$ cat src/core/ofc_regs.vh
/*
 Register map, field layout, reset values and state codes of the
 oscillator and frequency locked loop control block.
 Assumes a 32-bit Avalon-MM slave port with byte addresses.
*/
// Behaviour
// Slow oscillator always runs except during reset
// Slow trim loads factory value, write overrides
// Fast RC oscillator is default clock source
// RC enable write starts/stops; poll readback
// Software waits full stop/start before toggling
// RC trim loads factory; range and trim writable
// Software changes RC range/trim while disabled
// Loop resets to open-loop using written trims
// Open-loop trims writable; ready after enable
// Software: reference, steps, multiplier, then mode
// Software keeps step maxima at half range
// Closed loop targets multiplier times reference
// Closed-loop trims read-only, coarse is start point
// Coarse lock first, then fine lock
// Lock flags raise enabled interrupt
// Ratio error stores measured minus multiplier
// Unfrozen tracking adjusts fine, keeps locks
// Fine overflow or coarse failure sets out-of-bounds
// Software rewrites multiplier after out-of-bounds
// Slow or stopped reference sets stopped flag; the code sets it only in closed-loop mode
// Stopped reference acts open-loop, resumes after
// Chill cycles on by default, disable bit
// Quick lock on by default, disable bit
// Lose-lock bit decides lock retention on disable
// Disabling loop clears ready flag
`ifndef OFC_REGS_VH
`define OFC_REGS_VH

// ----------------------------------------
// Register word indices (byte address bits 4:2)
// ----------------------------------------
`define OFC_ULP_CTRL 3'h0
`define OFC_RC_CTRL 3'h1
`define OFC_LOOP_CTRL 3'h2
`define OFC_LOOP_VAL 3'h3
`define OFC_LOOP_MUL 3'h4
`define OFC_STATUS 3'h5
`define OFC_IRQ_EN 3'h6

// ----------------------------------------
// Field positions
// ----------------------------------------
`define OFC_ULP_TRIM 4:0
`define OFC_RC_TRIM 11:0
`define OFC_RC_RANGE 17:16
`define OFC_RC_ENABLE 1
`define OFC_LC_ENABLE 1
`define OFC_LC_MODE 2
`define OFC_LC_FREEZE 3
`define OFC_LC_LOSE_LOCK_ON_WAKE 4
`define OFC_LC_CHILL_DIS 8
`define OFC_LC_QL_DIS 9
`define OFC_LV_FINE 9:0
`define OFC_LV_COARSE 15:10
`define OFC_LV_ERR 31:16
`define OFC_LM_TARGET 15:0
`define OFC_LM_SMALL_STEP_MAX 25:16
`define OFC_LM_BIG_STEP_MAX 31:26
`define OFC_ST_FLAGS 4:0
`define OFC_ST_PEND 12:8

// ----------------------------------------
// Reset values, limits and tolerances
// ----------------------------------------
`define OFC_COARSE_MAX 6'h3F
`define OFC_FINE_MAX 10'h3FF
`define OFC_FINE_MID 10'h200
`define OFC_CTOL 16'h0008
`define OFC_FTOL_QUICK 16'h0002
`define OFC_FTOL_STRICT 16'h0000
`define OFC_SRC_RC 2'h1

// ----------------------------------------
// Tuner states
// ----------------------------------------
`define OFC_S_OPEN 2'h0
`define OFC_S_COARSE 2'h1
`define OFC_S_FINE 2'h2
`define OFC_S_TRACK 2'h3

`endif

$ cat src/core/ofc_top.v
/*
 Oscillator and frequency locked loop control: trims for the slow
 and fast RC oscillators, and the loop tuner with coarse/fine lock,
 ratio error, drift tracking and reference stop detection.
 Assumes a synchronous Avalon-MM master on I_CORE_CLK and a reference
 clock from the generic clock unit that is slow against the core clock.
 One core clock cycle stands in for one loop output cycle.
*/
// Implementation choices: the Avalon-MM slave port and the address map.
`timescale 1ns/1ps
`include "ofc_regs.vh"

module ofc_top #(
  parameter REF_STOP_CYC = 131072,
  parameter RC_START_CYC = 16,
  parameter LOOP_START_CYC = 16
) (
  input wire I_CORE_CLK,
  input wire I_NRST,
  input wire [4:0] I_AVS_ADDRESS,
  input wire I_AVS_READ,
  input wire I_AVS_WRITE,
  input wire [31:0] I_AVS_WRITEDATA,
  output reg [31:0] O_AVS_READDATA,
  output reg O_AVS_WAITREQUEST,
  input wire I_REF_CLK,
  input wire [4:0] I_FACT_ULP_TRIM,
  input wire [11:0] I_FACT_RC_TRIM,
  input wire [5:0] I_FACT_COARSE,
  output reg O_ULP_RUN,
  output reg [4:0] O_ULP_TRIM,
  output reg [1:0] O_SRC_SEL,
  output reg O_RC_EN,
  output reg [1:0] O_RC_RANGE,
  output reg [11:0] O_RC_TRIM,
  output reg O_LOOP_EN,
  output reg [5:0] O_LOOP_COARSE,
  output reg [9:0] O_LOOP_FINE,
  output reg O_IRQ
);

  // ----------------------------------------
  // Declarations
  // ----------------------------------------
  reg ref_s1_reg;
  reg ref_s2_reg;
  reg ref_s3_reg;
  reg [22:0] fact_s1_reg;
  reg [22:0] fact_s2_reg;
  reg [1:0] ld_cnt_reg;
  reg rc_on_reg;
  reg [15:0] rc_cnt_reg;
  reg mode_reg;
  reg freeze_reg;
  reg lose_lock_on_wake_reg;
  reg chill_dis_reg;
  reg ql_dis_reg;
  reg [15:0] target_reg;
  reg [9:0] small_step_max_max_reg;
  reg [5:0] big_step_max_max_reg;
  reg [15:0] err_reg;
  reg [4:0] irq_en_reg;
  reg [4:0] pend_reg;
  reg ready_reg;
  reg [15:0] start_cnt_reg;
  reg [15:0] meas_cnt_reg;
  reg [15:0] meas_reg;
  reg meas_vld_reg;
  reg [23:0] stop_cnt_reg;
  reg stop_reg;
  reg chill_skip_reg;
  reg [1:0] st_reg;
  reg [5:0] big_step_max_reg;
  reg [9:0] small_step_max_reg;
  reg lockc_reg;
  reg lockf_reg;
  reg oob_reg;
  reg [4:0] flags_d_reg;
  reg [31:0] rd_next;

  wire bus_req;
  wire wr;
  wire [2:0] idx;
  wire ref_edge;
  wire [16:0] ratio_error;
  wire slow;
  wire [15:0] mag;
  wire [15:0] ftol;
  wire use_meas;
  wire mul_wr;
  wire [4:0] flags;
  wire [4:0] rise;
  wire [4:0] pend_next;

  // ----------------------------------------
  // Avalon-MM slave
  // ----------------------------------------
  assign bus_req = I_AVS_READ | I_AVS_WRITE;
  assign wr = I_AVS_WRITE & ~O_AVS_WAITREQUEST;
  assign idx = I_AVS_ADDRESS[4:2];

  // One wait state: drop waitrequest, complete on the next edge
  always @(posedge I_CORE_CLK) begin
    if (!I_NRST) begin
      O_AVS_WAITREQUEST <= 1'b1;
      O_AVS_READDATA <= 32'h00000000;
    end else if (bus_req && O_AVS_WAITREQUEST) begin
      O_AVS_WAITREQUEST <= 1'b0;
      O_AVS_READDATA <= rd_next;
    end else begin
      O_AVS_WAITREQUEST <= 1'b1;
    end
  end

  // Read mux; unmapped words read zero
  always @* begin
    rd_next = 32'h00000000;
    case (idx)
      `OFC_ULP_CTRL: rd_next[`OFC_ULP_TRIM] = O_ULP_TRIM;
      `OFC_RC_CTRL: begin
        rd_next[`OFC_RC_TRIM] = O_RC_TRIM;
        rd_next[`OFC_RC_RANGE] = O_RC_RANGE;
        rd_next[`OFC_RC_ENABLE] = rc_on_reg;
      end
      `OFC_LOOP_CTRL: begin
        rd_next[`OFC_LC_ENABLE] = O_LOOP_EN;
        rd_next[`OFC_LC_MODE] = mode_reg;
        rd_next[`OFC_LC_FREEZE] = freeze_reg;
        rd_next[`OFC_LC_LOSE_LOCK_ON_WAKE] = lose_lock_on_wake_reg;
        rd_next[`OFC_LC_CHILL_DIS] = chill_dis_reg;
        rd_next[`OFC_LC_QL_DIS] = ql_dis_reg;
      end
      `OFC_LOOP_VAL: begin
        rd_next[`OFC_LV_FINE] = O_LOOP_FINE;
        rd_next[`OFC_LV_COARSE] = O_LOOP_COARSE;
        rd_next[`OFC_LV_ERR] = err_reg;
      end
      `OFC_LOOP_MUL: begin
        rd_next[`OFC_LM_TARGET] = target_reg;
        rd_next[`OFC_LM_SMALL_STEP_MAX] = small_step_max_max_reg;
        rd_next[`OFC_LM_BIG_STEP_MAX] = big_step_max_max_reg;
      end
      `OFC_STATUS: begin
        rd_next[`OFC_ST_FLAGS] = flags;
        rd_next[`OFC_ST_PEND] = pend_reg;
      end
      `OFC_IRQ_EN: rd_next[`OFC_ST_FLAGS] = irq_en_reg;
      default: rd_next = 32'h00000000;
    endcase
  end

  // ----------------------------------------
  // Input synchronisers
  // ----------------------------------------
  // Factory trims are pins; sync before the one-time load
  always @(posedge I_CORE_CLK) begin
    if (!I_NRST) begin
      ref_s1_reg <= 1'b0;
      ref_s2_reg <= 1'b0;
      ref_s3_reg <= 1'b0;
      fact_s1_reg <= 23'h000000;
      fact_s2_reg <= 23'h000000;
    end else begin
      ref_s1_reg <= I_REF_CLK;
      ref_s2_reg <= ref_s1_reg;
      ref_s3_reg <= ref_s2_reg;
      fact_s1_reg <= {I_FACT_ULP_TRIM, I_FACT_RC_TRIM, I_FACT_COARSE};
      fact_s2_reg <= fact_s1_reg;
    end
  end

  assign ref_edge = ref_s2_reg & ~ref_s3_reg;

  // ----------------------------------------
  // Slow and fast RC oscillators
  // ----------------------------------------
  // Trims loaded on the third edge after release, once the
  // synchronisers hold the factory value; later writes win.
  always @(posedge I_CORE_CLK) begin
    if (!I_NRST) begin
      ld_cnt_reg <= 2'h0;
      O_ULP_RUN <= 1'b0;
      O_SRC_SEL <= `OFC_SRC_RC;
      O_ULP_TRIM <= 5'h00;
      O_RC_TRIM <= 12'h000;
      O_RC_RANGE <= 2'h0;
      O_RC_EN <= 1'b1;
    end else begin
      O_ULP_RUN <= 1'b1;
      O_SRC_SEL <= `OFC_SRC_RC;
      if (ld_cnt_reg != 2'h3) begin
        ld_cnt_reg <= ld_cnt_reg + 2'h1;
      end
      if (ld_cnt_reg == 2'h2) begin
        O_ULP_TRIM <= fact_s2_reg[22:18];
        O_RC_TRIM <= fact_s2_reg[17:6];
      end else if (wr && idx == `OFC_ULP_CTRL) begin
        O_ULP_TRIM <= I_AVS_WRITEDATA[`OFC_ULP_TRIM];
      end else if (wr && idx == `OFC_RC_CTRL) begin
        O_RC_TRIM <= I_AVS_WRITEDATA[`OFC_RC_TRIM];
      end
      if (wr && idx == `OFC_RC_CTRL) begin
        O_RC_RANGE <= I_AVS_WRITEDATA[`OFC_RC_RANGE];
        O_RC_EN <= I_AVS_WRITEDATA[`OFC_RC_ENABLE];
      end
    end
  end

  // Readback follows the request only after the start/stop delay
  always @(posedge I_CORE_CLK) begin
    if (!I_NRST) begin
      rc_on_reg <= 1'b1;
      rc_cnt_reg <= 16'h0000;
    end else if (O_RC_EN == rc_on_reg) begin
      rc_cnt_reg <= 16'h0000;
    end else if (rc_cnt_reg == RC_START_CYC[15:0] - 16'h0001) begin
      rc_on_reg <= O_RC_EN;
      rc_cnt_reg <= 16'h0000;
    end else begin
      rc_cnt_reg <= rc_cnt_reg + 16'h0001;
    end
  end

  // ----------------------------------------
  // Loop control and multiplier registers
  // ----------------------------------------
  assign mul_wr = wr && idx == `OFC_LOOP_MUL;

  always @(posedge I_CORE_CLK) begin
    if (!I_NRST) begin
      O_LOOP_EN <= 1'b0;
      mode_reg <= 1'b0;
      freeze_reg <= 1'b0;
      lose_lock_on_wake_reg <= 1'b0;
      chill_dis_reg <= 1'b0;
      ql_dis_reg <= 1'b0;
      target_reg <= 16'h0000;
      small_step_max_max_reg <= 10'h001;
      big_step_max_max_reg <= 6'h01;
      irq_en_reg <= 5'h00;
    end else begin
      if (wr && idx == `OFC_LOOP_CTRL) begin
        O_LOOP_EN <= I_AVS_WRITEDATA[`OFC_LC_ENABLE];
        mode_reg <= I_AVS_WRITEDATA[`OFC_LC_MODE];
        freeze_reg <= I_AVS_WRITEDATA[`OFC_LC_FREEZE];
        lose_lock_on_wake_reg <= I_AVS_WRITEDATA[`OFC_LC_LOSE_LOCK_ON_WAKE];
        chill_dis_reg <= I_AVS_WRITEDATA[`OFC_LC_CHILL_DIS];
        ql_dis_reg <= I_AVS_WRITEDATA[`OFC_LC_QL_DIS];
      end
      if (mul_wr) begin
        target_reg <= I_AVS_WRITEDATA[`OFC_LM_TARGET];
        small_step_max_max_reg <= I_AVS_WRITEDATA[`OFC_LM_SMALL_STEP_MAX];
        big_step_max_max_reg <= I_AVS_WRITEDATA[`OFC_LM_BIG_STEP_MAX];
      end
      if (wr && idx == `OFC_IRQ_EN) begin
        irq_en_reg <= I_AVS_WRITEDATA[`OFC_ST_FLAGS];
      end
    end
  end

  // Ready after the start delay; cleared at once on disable
  always @(posedge I_CORE_CLK) begin
    if (!I_NRST) begin
      ready_reg <= 1'b0;
      start_cnt_reg <= 16'h0000;
    end else if (!O_LOOP_EN) begin
      ready_reg <= 1'b0;
      start_cnt_reg <= 16'h0000;
    end else if (!ready_reg) begin
      if (start_cnt_reg == LOOP_START_CYC[15:0] - 16'h0001) begin
        ready_reg <= 1'b1;
      end
      start_cnt_reg <= start_cnt_reg + 16'h0001;
    end
  end

  // ----------------------------------------
  // Ratio measurement and reference stop
  // ----------------------------------------
  // Output cycles per reference period, saturating
  always @(posedge I_CORE_CLK) begin
    if (!I_NRST) begin
      meas_cnt_reg <= 16'h0000;
      meas_reg <= 16'h0000;
      meas_vld_reg <= 1'b0;
      stop_cnt_reg <= 24'h000000;
      stop_reg <= 1'b0;
      chill_skip_reg <= 1'b0;
    end else begin
      meas_vld_reg <= 1'b0;
      if (ref_edge) begin
        meas_reg <= meas_cnt_reg;
        meas_cnt_reg <= 16'h0001;
        stop_cnt_reg <= 24'h000000;
        stop_reg <= 1'b0;
        // A chill period drops every other measurement
        chill_skip_reg <= ~chill_skip_reg & ~chill_dis_reg;
        meas_vld_reg <= ~stop_reg & (chill_dis_reg | ~chill_skip_reg);
      end else begin
        if (meas_cnt_reg != 16'hFFFF) begin
          meas_cnt_reg <= meas_cnt_reg + 16'h0001;
        end
        if (stop_cnt_reg >= REF_STOP_CYC[23:0] - 24'h000001) begin
          stop_reg <= mode_reg;
        end else begin
          stop_cnt_reg <= stop_cnt_reg + 24'h000001;
        end
      end
    end
  end

  assign ratio_error = {1'b0, meas_reg} - {1'b0, target_reg};
  assign slow = ratio_error[16];
  assign mag = slow ? (16'h0000 - ratio_error[15:0]) : ratio_error[15:0];
  assign ftol = ql_dis_reg ? `OFC_FTOL_STRICT : `OFC_FTOL_QUICK;
  assign use_meas = meas_vld_reg & mode_reg & ready_reg & ~stop_reg;

  // ----------------------------------------
  // Frequency tuner
  // ----------------------------------------
  // Step halves on each move: a binary search toward the target.
  // A target below the loop minimum pins coarse at zero.
  always @(posedge I_CORE_CLK) begin
    if (!I_NRST) begin
      st_reg <= `OFC_S_OPEN;
      O_LOOP_COARSE <= 6'h00;
      O_LOOP_FINE <= `OFC_FINE_MID;
      big_step_max_reg <= 6'h01;
      small_step_max_reg <= 10'h001;
      lockc_reg <= 1'b0;
      lockf_reg <= 1'b0;
      oob_reg <= 1'b0;
      err_reg <= 16'h0000;
    end else begin
      if (ld_cnt_reg == 2'h2) begin
        O_LOOP_COARSE <= fact_s2_reg[5:0];
      end
      if (use_meas) begin
        err_reg <= ratio_error[15:0];
      end
      if (mul_wr) begin
        oob_reg <= 1'b0;
      end
      // Open loop first, so trim writes land even while disabled
      if (!mode_reg) begin
        st_reg <= `OFC_S_OPEN;
        lockc_reg <= 1'b0;
        lockf_reg <= 1'b0;
        if (wr && idx == `OFC_LOOP_VAL) begin
          O_LOOP_FINE <= I_AVS_WRITEDATA[`OFC_LV_FINE];
          O_LOOP_COARSE <= I_AVS_WRITEDATA[`OFC_LV_COARSE];
        end
      end else if (!O_LOOP_EN && lose_lock_on_wake_reg) begin
        st_reg <= `OFC_S_OPEN;
        lockc_reg <= 1'b0;
        lockf_reg <= 1'b0;
      end else begin
        case (st_reg)
          `OFC_S_OPEN: begin
            if (O_LOOP_EN) begin
              st_reg <= `OFC_S_COARSE;
              big_step_max_reg <= big_step_max_max_reg;
            end
          end
          `OFC_S_COARSE: begin
            if (mul_wr) begin
              big_step_max_reg <= I_AVS_WRITEDATA[`OFC_LM_BIG_STEP_MAX];
            end else if (use_meas) begin
              if (mag <= `OFC_CTOL) begin
                lockc_reg <= 1'b1;
                st_reg <= `OFC_S_FINE;
                small_step_max_reg <= small_step_max_max_reg;
              end else if (slow) begin
                if (O_LOOP_COARSE == `OFC_COARSE_MAX) begin
                  oob_reg <= 1'b1;
                end else if (`OFC_COARSE_MAX - O_LOOP_COARSE < big_step_max_reg) begin
                  O_LOOP_COARSE <= `OFC_COARSE_MAX;
                end else begin
                  O_LOOP_COARSE <= O_LOOP_COARSE + big_step_max_reg;
                end
              end else begin
                if (O_LOOP_COARSE == 6'h00) begin
                  oob_reg <= 1'b1;
                end else if (O_LOOP_COARSE < big_step_max_reg) begin
                  O_LOOP_COARSE <= 6'h00;
                end else begin
                  O_LOOP_COARSE <= O_LOOP_COARSE - big_step_max_reg;
                end
              end
              if (use_meas && mag > `OFC_CTOL && big_step_max_reg > 6'h01) begin
                big_step_max_reg <= {1'b0, big_step_max_reg[5:1]};
              end
            end
          end
          `OFC_S_FINE: begin
            if (use_meas) begin
              if (mag <= ftol) begin
                lockf_reg <= 1'b1;
                st_reg <= `OFC_S_TRACK;
              end else if (slow) begin
                if (`OFC_FINE_MAX - O_LOOP_FINE < small_step_max_reg) begin
                  O_LOOP_FINE <= `OFC_FINE_MAX;
                  oob_reg <= 1'b1;
                end else begin
                  O_LOOP_FINE <= O_LOOP_FINE + small_step_max_reg;
                end
              end else begin
                if (O_LOOP_FINE < small_step_max_reg) begin
                  O_LOOP_FINE <= 10'h000;
                  oob_reg <= 1'b1;
                end else begin
                  O_LOOP_FINE <= O_LOOP_FINE - small_step_max_reg;
                end
              end
              if (mag > ftol && small_step_max_reg > 10'h001) begin
                small_step_max_reg <= {1'b0, small_step_max_reg[9:1]};
              end
            end
          end
          `OFC_S_TRACK: begin
            // Drift follow by single fine steps; locks stay set
            if (use_meas && !freeze_reg && mag > ftol) begin
              if (slow) begin
                if (O_LOOP_FINE == `OFC_FINE_MAX) begin
                  oob_reg <= 1'b1;
                end else begin
                  O_LOOP_FINE <= O_LOOP_FINE + 10'h001;
                end
              end else begin
                if (O_LOOP_FINE == 10'h000) begin
                  oob_reg <= 1'b1;
                end else begin
                  O_LOOP_FINE <= O_LOOP_FINE - 10'h001;
                end
              end
            end
          end
          default: st_reg <= `OFC_S_OPEN;
        endcase
        // Restart the lock sequence after a multiplier rewrite
        if (mul_wr && st_reg != `OFC_S_OPEN) begin
          st_reg <= `OFC_S_COARSE;
          lockc_reg <= 1'b0;
          lockf_reg <= 1'b0;
        end
      end
    end
  end

  // ----------------------------------------
  // Status flags and interrupt
  // ----------------------------------------
  assign flags = {stop_reg, oob_reg, lockf_reg, lockc_reg, ready_reg};
  assign rise = flags & ~flags_d_reg;
  // Write one clears a pending bit; a new rise in that cycle wins
  assign pend_next = (pend_reg & ~((wr && idx == `OFC_STATUS) ?
    I_AVS_WRITEDATA[`OFC_ST_PEND] : 5'h00)) | rise;

  always @(posedge I_CORE_CLK) begin
    if (!I_NRST) begin
      flags_d_reg <= 5'h00;
      pend_reg <= 5'h00;
      O_IRQ <= 1'b0;
    end else begin
      flags_d_reg <= flags;
      pend_reg <= pend_next;
      O_IRQ <= |(pend_next & irq_en_reg);
    end
  end

endmodule

$ cat config.mk
export PLATFORM = sky130hd
export DESIGN_NAME = ofc_top
export DESIGN_NICKNAME = d
export VERILOG_FILES = /design/src/core/ofc_top.v
export VERILOG_INCLUDE_DIRS = /design/src /design/src/core
export SDC_FILE = /design/constraint.sdc
export NUM_CORES = 1
export LEC_CHECK = 0
export ABC_CLOCK_PERIOD_IN_PS = 10500
export BUFFER_PORTS_ARGS = -buffer_cell sky130_fd_sc_hd__buf_2
export CORE_ASPECT_RATIO = 0.9
export CORE_MARGIN = 3
export CORE_UTILIZATION = 39
export CTS_CLUSTER_SIZE = 25
export DETAILED_ROUTE_END_ITERATION = 12
export GPL_ROUTABILITY_DRIVEN = 0
export HOLD_SLACK_MARGIN = 0.1
export SETUP_SLACK_MARGIN = 0.3
export SLEW_MARGIN = 20
export SYNTH_ARGS = -nofsm -noshare
export SYNTH_HDL_FRONTEND = slang
export SYNTH_SLANG_ARGS = --single-unit
$ cat constraint.sdc
create_clock -name I_CORE_CLK -period 10.5 [get_ports I_CORE_CLK]
set_clock_uncertainty 0.2 [all_clocks]
set_input_delay 1.05 -clock I_CORE_CLK [delete_from_list [all_inputs] [get_ports I_CORE_CLK]]
set_output_delay 1.05 -clock I_CORE_CLK [all_outputs]
set_load 0.02 [all_outputs]
Yosys cells after proc, flatten, opt, wreduce, memory -nomap -nowiden
Index checks and enable logic that the tools add are counted.

Reductions and logical operators: 46. Divide/modulo/power cells: 0. Bitwise operators: 25. Equal/unequal tests: 40. Multiplexer cells: 87. $mul: 0. $add $sub $neg: 15. Magnitude comparators: 11. Shift-type cells: 0.

Operators with widths (count): 10-bit two-way mux (17); 6-bit two-way mux (17); 16-bit by 1-bit adder with 16-bit output (second input constant) (3); 10-bit one-hot mux with 2 select lines (2); 12-bit two-way mux (3); 3-bit inequality test (second input constant) (11); 16-bit by 4-bit == test with 1-bit output (second input constant) (2); 14-bit one-hot mux with 2 select lines (1); 4-bit one-hot mux with 7 select lines (1); 1-bit two-way mux (25); 24-bit by 1-bit adder with 24-bit output (second input constant) (1); 24-bit by 17-bit greater-or-equal comparator with 1-bit output (second input constant) (1); 10-bit less-than comparator (2); 2-bit inequality test (second input constant) (9); 16-bit by 16-bit subtractor with 17-bit output (1); 16-bit by 2-bit greater-than comparator with 1-bit output (1); 16-bit by 4-bit greater-than comparator with 1-bit output (second input constant) (1); 16-bit by 2-bit <= comparator with 1-bit output (1); 16-bit by 4-bit <= comparator with 1-bit output (second input constant) (1); 16-bit two-way mux (1); 16-bit inequality test (second input constant) (1); 8-bit AND reduction (2); 1-bit by 16-bit subtractor with 16-bit output (first input constant) (1); 5-bit bitwise AND (3); other kinds (56) (116).

RAM bits: 0. Memories kept: 0. Input port bits: 65. Flip-flop bits (word level): 305. Output and inout bits: 74. ROM bits: 0. Bits in latches: 0.

Longest topological paths before layout
Gate-level depths: netlist of the first run.

Word-level depth: 12. Gate-level depth with buffers: 25. Mapped depth without buffers: 22.

Least setup slack after synthesis of the first run
OpenSTA, ideal clock, no wires.

Path kind: register to register. Start point: register target_reg[7]. End point: register O_LOOP_FINE[9]. Library setup time: 0.132 ns. Period minus slack after synthesis: 5.102 ns. Path buffers: 4. Slack: 5.398 ns. Stages on the path, launching flop included: 25. Arrival time: 4.770 ns. Cell sequence: dfxtp_1 -> inv_1 -> ha_1 -> clkbuf_1 -> o21a_1 -> o211ai_1 -> a211o_1 -> a31o_2 -> clkinv_1 -> clkbuf_1 -> clkbuf_1 -> clkbuf_1 -> ha_1 -> a21o_1 -> a21oi_1 -> o21bai_1 -> a21oi_1 -> o21bai_1 -> a21oi_1 -> o21ai_0 -> xnor2_1 -> o221ai_1 -> a21oi_1 -> and3_1 -> a31oi_1.

Longest elaborated chain between the ends: 7. Elaborated cells on any way between the ends: 19.

Ends and longest elaborated chain: start, declared (RTL line ofc_top.v:58) `reg [15:0] target_reg;`; start signal, assigned (RTL line ofc_top.v:251) `` target_reg <= I_AVS_WRITEDATA[`OFC_LM_TARGET]; ``; 16-bit by 16-bit subtractor with 17-bit output (*) (RTL line ofc_top.v:312) `assign ratio_error = {1'b0, meas_reg} - {1'b0, target_reg};`; 1-bit by 16-bit subtractor with 16-bit output or 10-bit two-way mux (tied branches) (RTL line ofc_top.v:314, ofc_top.v:400); 16-bit two-way mux or 10-bit two-way mux (tied branches) (RTL line ofc_top.v:314, ofc_top.v:397); 16-bit by 2-bit greater-than comparator with 1-bit output or 10-bit two-way mux (tied branches) (RTL line ofc_top.v:422, ofc_top.v:396); 1-bit logical AND or 10-bit one-hot mux with 2 select lines (tied branches) (RTL line ofc_top.v:422, ofc_top.v:358); 3-bit inequality test (no line) or 10-bit two-way mux (tied branches); 8-bit AND reduction (no line) or 10-bit two-way mux (tied branches); end signal, assigned (RTL line ofc_top.v:412) `O_LOOP_FINE <= O_LOOP_FINE - small_step_max_reg;`; end signal, assigned (RTL line ofc_top.v:427) `O_LOOP_FINE <= O_LOOP_FINE + 10'h001;`; end signal, assigned (RTL line ofc_top.v:433) `O_LOOP_FINE <= O_LOOP_FINE - 10'h001;`; end, declared (RTL line ofc_top.v:38) `output reg [9:0] O_LOOP_FINE,`.

Every way passes the cells marked *; elsewhere a longest branch is shown, timed or not. The select of a mux whose other input is x is not followed. A chain may end at the register's enable or synchronous reset.

Worst setup path in the final report of the first run
Start point: register target_reg[0]. End point: register O_LOOP_FINE[9].

The elaborated chain is that of the path after synthesis.

==> impl_metrics.yaml, run 1 <==
clock_network:
  clk_pin_slew_ps: 60
  postCtsSetupRepairBufs: 0
  cts-hold-fix-buffers: 0
  cts_buffer_depth: 3
  tritoncts: "done"
  root_buffer: "clkbuf_16"
  numCtsBuffers: 35
  clkLatencyLatePin_ps: 540
  clkSinkCount: 305
  htreeDepth: 2
  cts.repair.resized: 0
critical_path:
  crit_type: "reg -> reg"
  startpoint_type: "flip-flop"
  r2r_end: "O_LOOP_FINE[9]$_SDFFE_PN1P_"
  rr_startpoint: "target_reg[0]$_SDFFE_PN0P_"
  path_cells: "ha_1, inv_1, fa_1, a21o_1, a221oi_4, a211o_1, a31o_2, clkinv_1, buf_4, ha_1, a21o_1, a21oi_1, o21bai_1, a21oi_1, o21bai_1, a21oi_1, o21ai_0, xnor2_1, o221ai_1, a21oi_1, and3_1, a31oi_1"
  r2r_slack_ps: 4130
  path_common_cell: "a21oi_1"
  worst_ep_required_time_ps: 10680
  worstPathMaxFanout: 39
  cp.arrival_ps: 6550
  cpMaxStageDelayCell: "a31o_2"
  r2r_cells: 22
  critPathCaptureType: "flip-flop"
  cp_num_buf_inv: 3
  crit_family: "compound AO/OA/AOI/OAI gates"
  cp_slowest_stage_delay_ps: 730
floorplanning:
  die_y_microns: 199
  coreArea_sq_mm: 0.0407
  start_util: 0.396
  rows: 70
  die_w_microns: 220
  io-pin-count: 139
  die-area_sq_mm: 0.0438
finish:
  syn2layout_area_growth_pct: 14.0
  fin_util: 0.452
  n_fill_cell: 4083
  largest_register_ffs: 32
  fin_nets: 2194
  final_area_sq_mm: 0.0184
  layout-drive-gt1-share: 0.122
hold_path:
  whs_path_depth: 1
  worst_hold_path.endpoint: "fact_s2_reg[6]$_SDFF_PN0_"
  hold_path.startpoint: "fact_s1_reg[6]$_SDFF_PN0_"
  hp-class: "reg -> reg"
pwr:
  ir_drop_v: 0.000103
  comb_power_share: 0.115
  p_per_area_mw_per_mm2: 152
  p_seq_frac: 0.433
  p_total_w: 0.00279
  clkPwrFrac: 0.452
  p_leak_nw: 7.35
  p_int_w: 0.00205
  switching_power_w: 0.000747
  p_sw_frac: 0.268
logic_synthesis:
  synth_fp_nets: 2112
  synth_area_sq_mm: 0.0161
  yosys_register_bits: 305
  netlist_instances: 1957
  seq_area_frac_synth: 0.378
  syn_avg_cell_area_sq_um: 8.24
  yosysWarnings: 0
  async_reset_ff_frac: 0
  synth_edf_count: 0
  ys.flop_type: "dfxtp_1"
  synth.distinct_cells: 88
global_routing:
  grt_max_degree: 91
  grt_pass1_wl_mm: 76.1
  grt_antenna_before_repair: 5
  grt_pass1_vias: 13500
  grt_use_total: 0.219
  grt_remaining_overflow: 0
detailed_routing:
  post_drt_wl_per_cell_microns: 18.7
  drt_pre_antenna_iters: 6
  drc: 0
  first_iter_violations: 1403
  via_count: 14400
  vias_per_cell: 5.53
  ant_nets: 0
  routed_wl_mm: 48.7
sta:
  final_max_slew_viol_count: 0
  hold_viol: 0
  worst_pin_slew_ps: 1040
  post-route-period-util: 0.607
  setup_viol: 0
  timing.setup.tns_ps: 0
  rsz0062_at_grt: "no"
  fmax_mhz: 157
  slew_headroom: 0.306
  fin_crit_ps: 6370
job:
  maxCapViolCount: 0
status:
  outcome: "complete, no violations"
place:
  dpl-instance-area_sq_mm: 0.0172
  dp_hpwl_mm: 35.6
  io_buffers: 134
## worst reg2reg max path, cell delays in order (launching register included)
cell      delay (ps)
dfxtp_1          390
ha_1             210
inv_1             60
fa_1             440
a21o_1           260
a221oi_4         450
a211o_1          230
a31o_2           730
clkinv_1         600
buf_4            420
ha_1             370
a21o_1           170
a21oi_1          220
o21bai_1          90
a21oi_1          220
o21bai_1          90
a21oi_1          230
o21ai_0          150
xnor2_1          180
o221ai_1         150
a21oi_1          150
and3_1           160
a31oi_1           40
## cells in the mapped netlist, types with 6 or more instances
library cell / n / share of area
mux2_2: 8 / 0.0056
a211oi_1: 26 / 0.012
nor4_1: 20 / 0.0078
nand3_1: 53 / 0.016
a31oi_1: 12 / 0.0047
a311oi_1: 6 / 0.0033
xnor2_1: 33 / 0.018
nor2b_1: 20 / 0.0078
clkbuf_1: 82 / 0.019
and2_1: 61 / 0.024
fa_1: 6 / 0.0074
o221ai_1: 9 / 0.0049
buf_1: 13 / 0.0030
and3_1: 26 / 0.010
o211ai_1: 20 / 0.0093
or2_2: 9 / 0.0035
o22ai_1: 9 / 0.0035
mux2i_1: 54 / 0.034
a211o_1: 10 / 0.0054
a22o_1: 16 / 0.0087
a21o_1: 14 / 0.0065
o21bai_1: 8 / 0.0037
inv_1: 102 / 0.024
dfxtp_1: 305 / 0.38
ha_1: 84 / 0.065
a221oi_1: 25 / 0.014
nand4_1: 19 / 0.0074
or3_1: 10 / 0.0039
nor2_1: 209 / 0.049
nand2_1: 213 / 0.050
o21ai_0: 74 / 0.023
a21oi_1: 168 / 0.052
nand2b_1: 11 / 0.0043
xor2_1: 41 / 0.022
nor3_1: 60 / 0.019
o21a_1: 21 / 0.0098
## final cells by class
class	count	area, sq um	area share
repair buffers	147	768	0.0418
inverters	103	389	0.0212
clock buffers	50	1000	0.0545
flip-flops and latches	305	6110	0.332
diodes	1	2.50	0.000136
multi-input cells	1447	9260	0.503
well taps	540	676	0.0367
clock inverters	14	193	0.0105
## power by group through the flow
stage / Sequential, W / Combinational, W / Clock (W)
after floorplan: 0.00124 / 0.000208 / 0
after global placement: 0.00123 / 0.000311 / 0
after detailed placement: 0.00123 / 0.000316 / 0
after CTS: 0.00121 / 0.000318 / 0.00128
after global routing: 0.00121 / 0.000353 / 0.00133
final: 0.00121 / 0.000321 / 0.00126
## metal layers
metal	wire length [microns]	track usage
met3	3490	0.0394
met1	22900	0.315
met5	28	0
met4	1420	0.0663
met2	20900	0.334
## placed cells by master, fill, tap and decap left out, types with 58 or more instances in the layout
cell type  instances
nand2_1          212
buf_2            134
ha_1              84
a21oi_1          168
inv_1            101
o21ai_0           74
and2_1            61
nor3_1            58
dfxtp_1          305
nor2_1           208
## worst max path at each step
stage | start | to | slack [ps] | depth (start not counted)
2_1_floorplan | target_reg[7]$_SDFFE_PN0P_ | O_LOOP_FINE[9]$_SDFFE_PN1P_ | 5400 | 24
3_3_place_gp | target_reg[0]$_SDFFE_PN0P_ | O_LOOP_FINE[9]$_SDFFE_PN1P_ | 4360 | 22
3_5_place_dp | target_reg[0]$_SDFFE_PN0P_ | O_LOOP_FINE[9]$_SDFFE_PN1P_ | 4300 | 22
4_1_cts | target_reg[0]$_SDFFE_PN0P_ | O_LOOP_FINE[9]$_SDFFE_PN1P_ | 4250 | 22
5_1_grt | target_reg[0]$_SDFFE_PN0P_ | O_LOOP_FINE[9]$_SDFFE_PN1P_ | 3790 | 22
6_report | target_reg[0]$_SDFFE_PN0P_ | O_LOOP_FINE[9]$_SDFFE_PN1P_ | 4130 | 22
## cells by family after synthesis
logic type / share of synthesized area
xor+xnor: 0.0412
flops: 0.378
buf+inv: 0.0493
other cells: 0.000465
simple gates: 0.213
compound gates: 0.200
mux: 0.0455
fa+ha+maj: 0.0726
## through the flow
stage | setup WS (ps) | std cells | hold WS, ps
3_3_place_gp | 4360 | 2542 | 217
6_report | 4130 | 2607 | 230
2_1_floorplan | 5400 | 1957 | 212
5_1_grt | 3790 | 2607 | 252
3_5_place_dp | 4300 | 2542 | 219
4_1_cts | 4250 | 2606 | 232
Power figures use the tool's default switching activity.
==> run 2, diff against run 1 <==
ABC_AREA = 1   (was unset)
ABC_CLOCK_PERIOD_IN_PS = 5300   (was 10500)
clock period = 5.3 ns   (was 10.5 ns; I/O delays follow)
==> impl_metrics.yaml, run 2 <==
critical_path:
  path_common_cell: "nand2_1"
  startpoint_type: "flip-flop"
  cp_slowest_stage_delay_ps: 520
  critPathCaptureType: "flip-flop"
  worstPathMaxFanout: 28
  crit_type: "reg -> reg"
  path_cells: "inv_1, ha_1, inv_1, fa_1, nand2_1, nand2_1, nand3_1, nand2_1, nand3_1, nand2_2, inv_2, nand2_1, xnor2_1, nand3_1, nor2_4, nand4_1, nand2_1, nand2_2, inv_2, nand2_1, a21oi_2"
  r2r_slack_ps: 950
  worst_ep_required_time_ps: 5540
  cpMaxStageDelayCell: "inv_2"
  cp.arrival_ps: 4590
pwr:
  p_leak_nw: 8.58
  p_per_area_mw_per_mm2: 300
  ir_drop_v: 0.000232
  p_total_w: 0.00574
sta:
  rsz0062_at_grt: "no"
  fmax_mhz: 230
  final_max_slew_viol_count: 0
  setup_ws_ps: 955
  post-route-period-util: 0.820
  worst_pin_slew_ps: 948
  slew_headroom: 0.367
  fin_crit_ps: 4350
  hold_viol: 0
  timing.setup.tns_ps: 0
  setup_viol: 0
floorplanning:
  coreArea_sq_mm: 0.0413
  die_w_microns: 223
  start_util: 0.401
  rows: 70
  die_y_microns: 201
  die-area_sq_mm: 0.0449
  io-pin-count: 139
logic_synthesis:
  yosysWarnings: 0
  yosysTopAreaCellShare: 0.369
  yosys.area.top_type: "dfxtp_1"
  yosysMostFrequentCell: "nand2_1"
  netlist_instances: 2398
  seq_area_frac_synth: 0.369
  async_reset_ff_frac: 0
  yosys_register_bits: 305
  synth_area_leaders: "dfxtp_1, nand2_1, inv_1"
  synth_area_sq_mm: 0.0165
  synth_fp_nets: 2553
  synth.distinct_cells: 50
  ys.flop_type: "dfxtp_1"
  synthTopCellsByCount: "nand2_1, inv_1, dfxtp_1"
  synth_edf_count: 0
  syn_avg_cell_area_sq_um: 6.90
global_routing:
  grt_pass1_wl_mm: 80.9
  grt_busiest_layer: "met2"
  grt_use_total: 0.221
  grt_pass1_vias: 14900
  grt_remaining_overflow: 0
  grtUsageMet1: 0.325
  met2_usage: 0.334
  grt_antenna_before_repair: 3
  use_met3: 0.0403
  grt_max_degree: 92
job:
  maxCapViolCount: 0
detailed_routing:
  ant_nets: 0
  vias_per_cell: 5.21
  routed_wl_mm: 51.1
  post_drt_wl_per_cell_microns: 16.5
  drt_pre_antenna_iters: 6
  via_count: 16100
  first_iter_violations: 1395
  drc: 0
finish:
  layout_common_cells: "nand2_1, inv_1, dfxtp_1"
  final_common_cell: "nand2_1"
  n_fill_cell: 4113
  fin_cells: 3090
  largest_register_ffs: 32
  layout-drive-gt1-share: 0.105
  final_area_sq_mm: 0.0191
  fin_nets: 2683
  syn2layout_area_growth_pct: 15.6
clock_network:
  numCtsBuffers: 35
  clk_pin_slew_ps: 60
  htreeDepth: 2
  clkLatencyLatePin_ps: 540
  cts.repair.resized: 0
  clkSinkCount: 305
  tritoncts: "done"
  cts_buffer_depth: 3
  postCtsSetupRepairBufs: 0
  cts-hold-fix-buffers: 32
  root_buffer: "clkbuf_16"
place:
  dp_cells: 2999
  dpl-instance-area_sq_mm: 0.0176
  dp_hpwl_mm: 38.5
  dpl_worst_slack_ps: 1020
  io_buffers: 134
hold_path:
  hp-class: "in -> reg"
status:
  outcome: "complete, no violations"
## run 2: cell count changes in the layout (fill, tap and decap cells not counted), moves of 21 or more
cell | before | now
a31oi_1 | 12 | 37
nand2_2 | 2 | 23
a211oi_1 | 26 | 3
dlygate4sd3_1 | 0 | 32
xnor2_1 | 33 | 7
o21ai_0 | 74 | 184
mux2i_1 | 54 | 0
a21oi_1 | 168 | 203
nand2_1 | 212 | 513
nand3_1 | 53 | 121
and3_1 | 26 | 1
inv_1 | 101 | 364
and2_1 | 61 | 1
## run 2: area by class of cell
| type | count | area, sq um | share of cell area |
|---|---|---|---|
| Tap cell | 540 | 676 | 0.0353 |
| Sequential cell | 305 | 6110 | 0.319 |
| Inverter | 378 | 1420 | 0.0742 |
| Antenna cell | 1 | 2.50 | 0.000131 |
| Timing Repair Buffer | 179 | 1090 | 0.0571 |
| Clock inverter | 9 | 160 | 0.00838 |
| Multi-Input combinational cell | 1629 | 8660 | 0.453 |
| Clock buffer | 49 | 1000 | 0.0523 |
## run 2: per-stage QoR
| step | hold slack [ps] | utilization |
|---|---|---|
| after global routing | 114 | 0.463 |
| after floorplan | 190 | - |
| after detailed placement | 200 | 0.427 |
| final | 121 | 0.463 |
| after CTS | 102 | 0.463 |
| after global placement | 194 | 0.427 |
## run 2: worst max-delay path: cells and delay by family (launching register included)
family,cells,cell delay (ps)
fa+ha+maj,2,610
buf+inv,4,920
compound gates,1,130
simple gates,13,1910
flops,1,300
xor+xnor,1,160
## run 2: kinds of logic (layout without fill, tap and decap cells)
kind of cell | after synthesis | after routing | share of synthesized area
AND/OR/NAND/NOR | 967 | 967 | 0.250
flip-flops | 305 | 305 | 0.369
XOR/XNOR | 39 | 39 | 0.0207
buffers and inverters | 464 | 615 | 0.108
other | 2 | 3 | 0.000454
AO/OA/AOI/OAI | 531 | 531 | 0.181
adder cells (fa/ha/maj) | 90 | 90 | 0.0708
## run 2: power breakdown
| group | internal, W | leakage [nW] | total, W | switching [W] |
|---|---|---|---|---|
| Sequential | 0.00236 | 2.48 | 0.00241 | 0.0000563 |
| Clock | 0.00151 | 0.569 | 0.00247 | 0.000966 |
| Combinational | 0.000278 | 5.53 | 0.000857 | 0.000579 |
## run 2: final timing paths
| check | to | startpoint | cells after the start |
|---|---|---|---|
| setup / recovery | small_step_max_reg[2]$_SDFFE_PN0P_ | meas_reg[0]$_SDFFE_PN0P_ | 21 |
| hold / removal | big_step_max_max_reg[2]$_SDFFE_PN0P_ | I_AVS_WRITEDATA[28] | 3 |
| setup reg to reg | small_step_max_reg[2]$_SDFFE_PN0P_ | meas_reg[0]$_SDFFE_PN0P_ | 21 |
| hold reg to reg | fact_s2_reg[15]$_SDFF_PN0_ | fact_s1_reg[15]$_SDFF_PN0_ | 2 |
## run 2: layer usage
layer | part of all wire | vias to the layer above
met4 | 0.024 | 4
met2 | 0.42 | 592
met5 | 0.00045 | -
li1 | - | 8082
met3 | 0.082 | 76
met1 | 0.47 | 7330
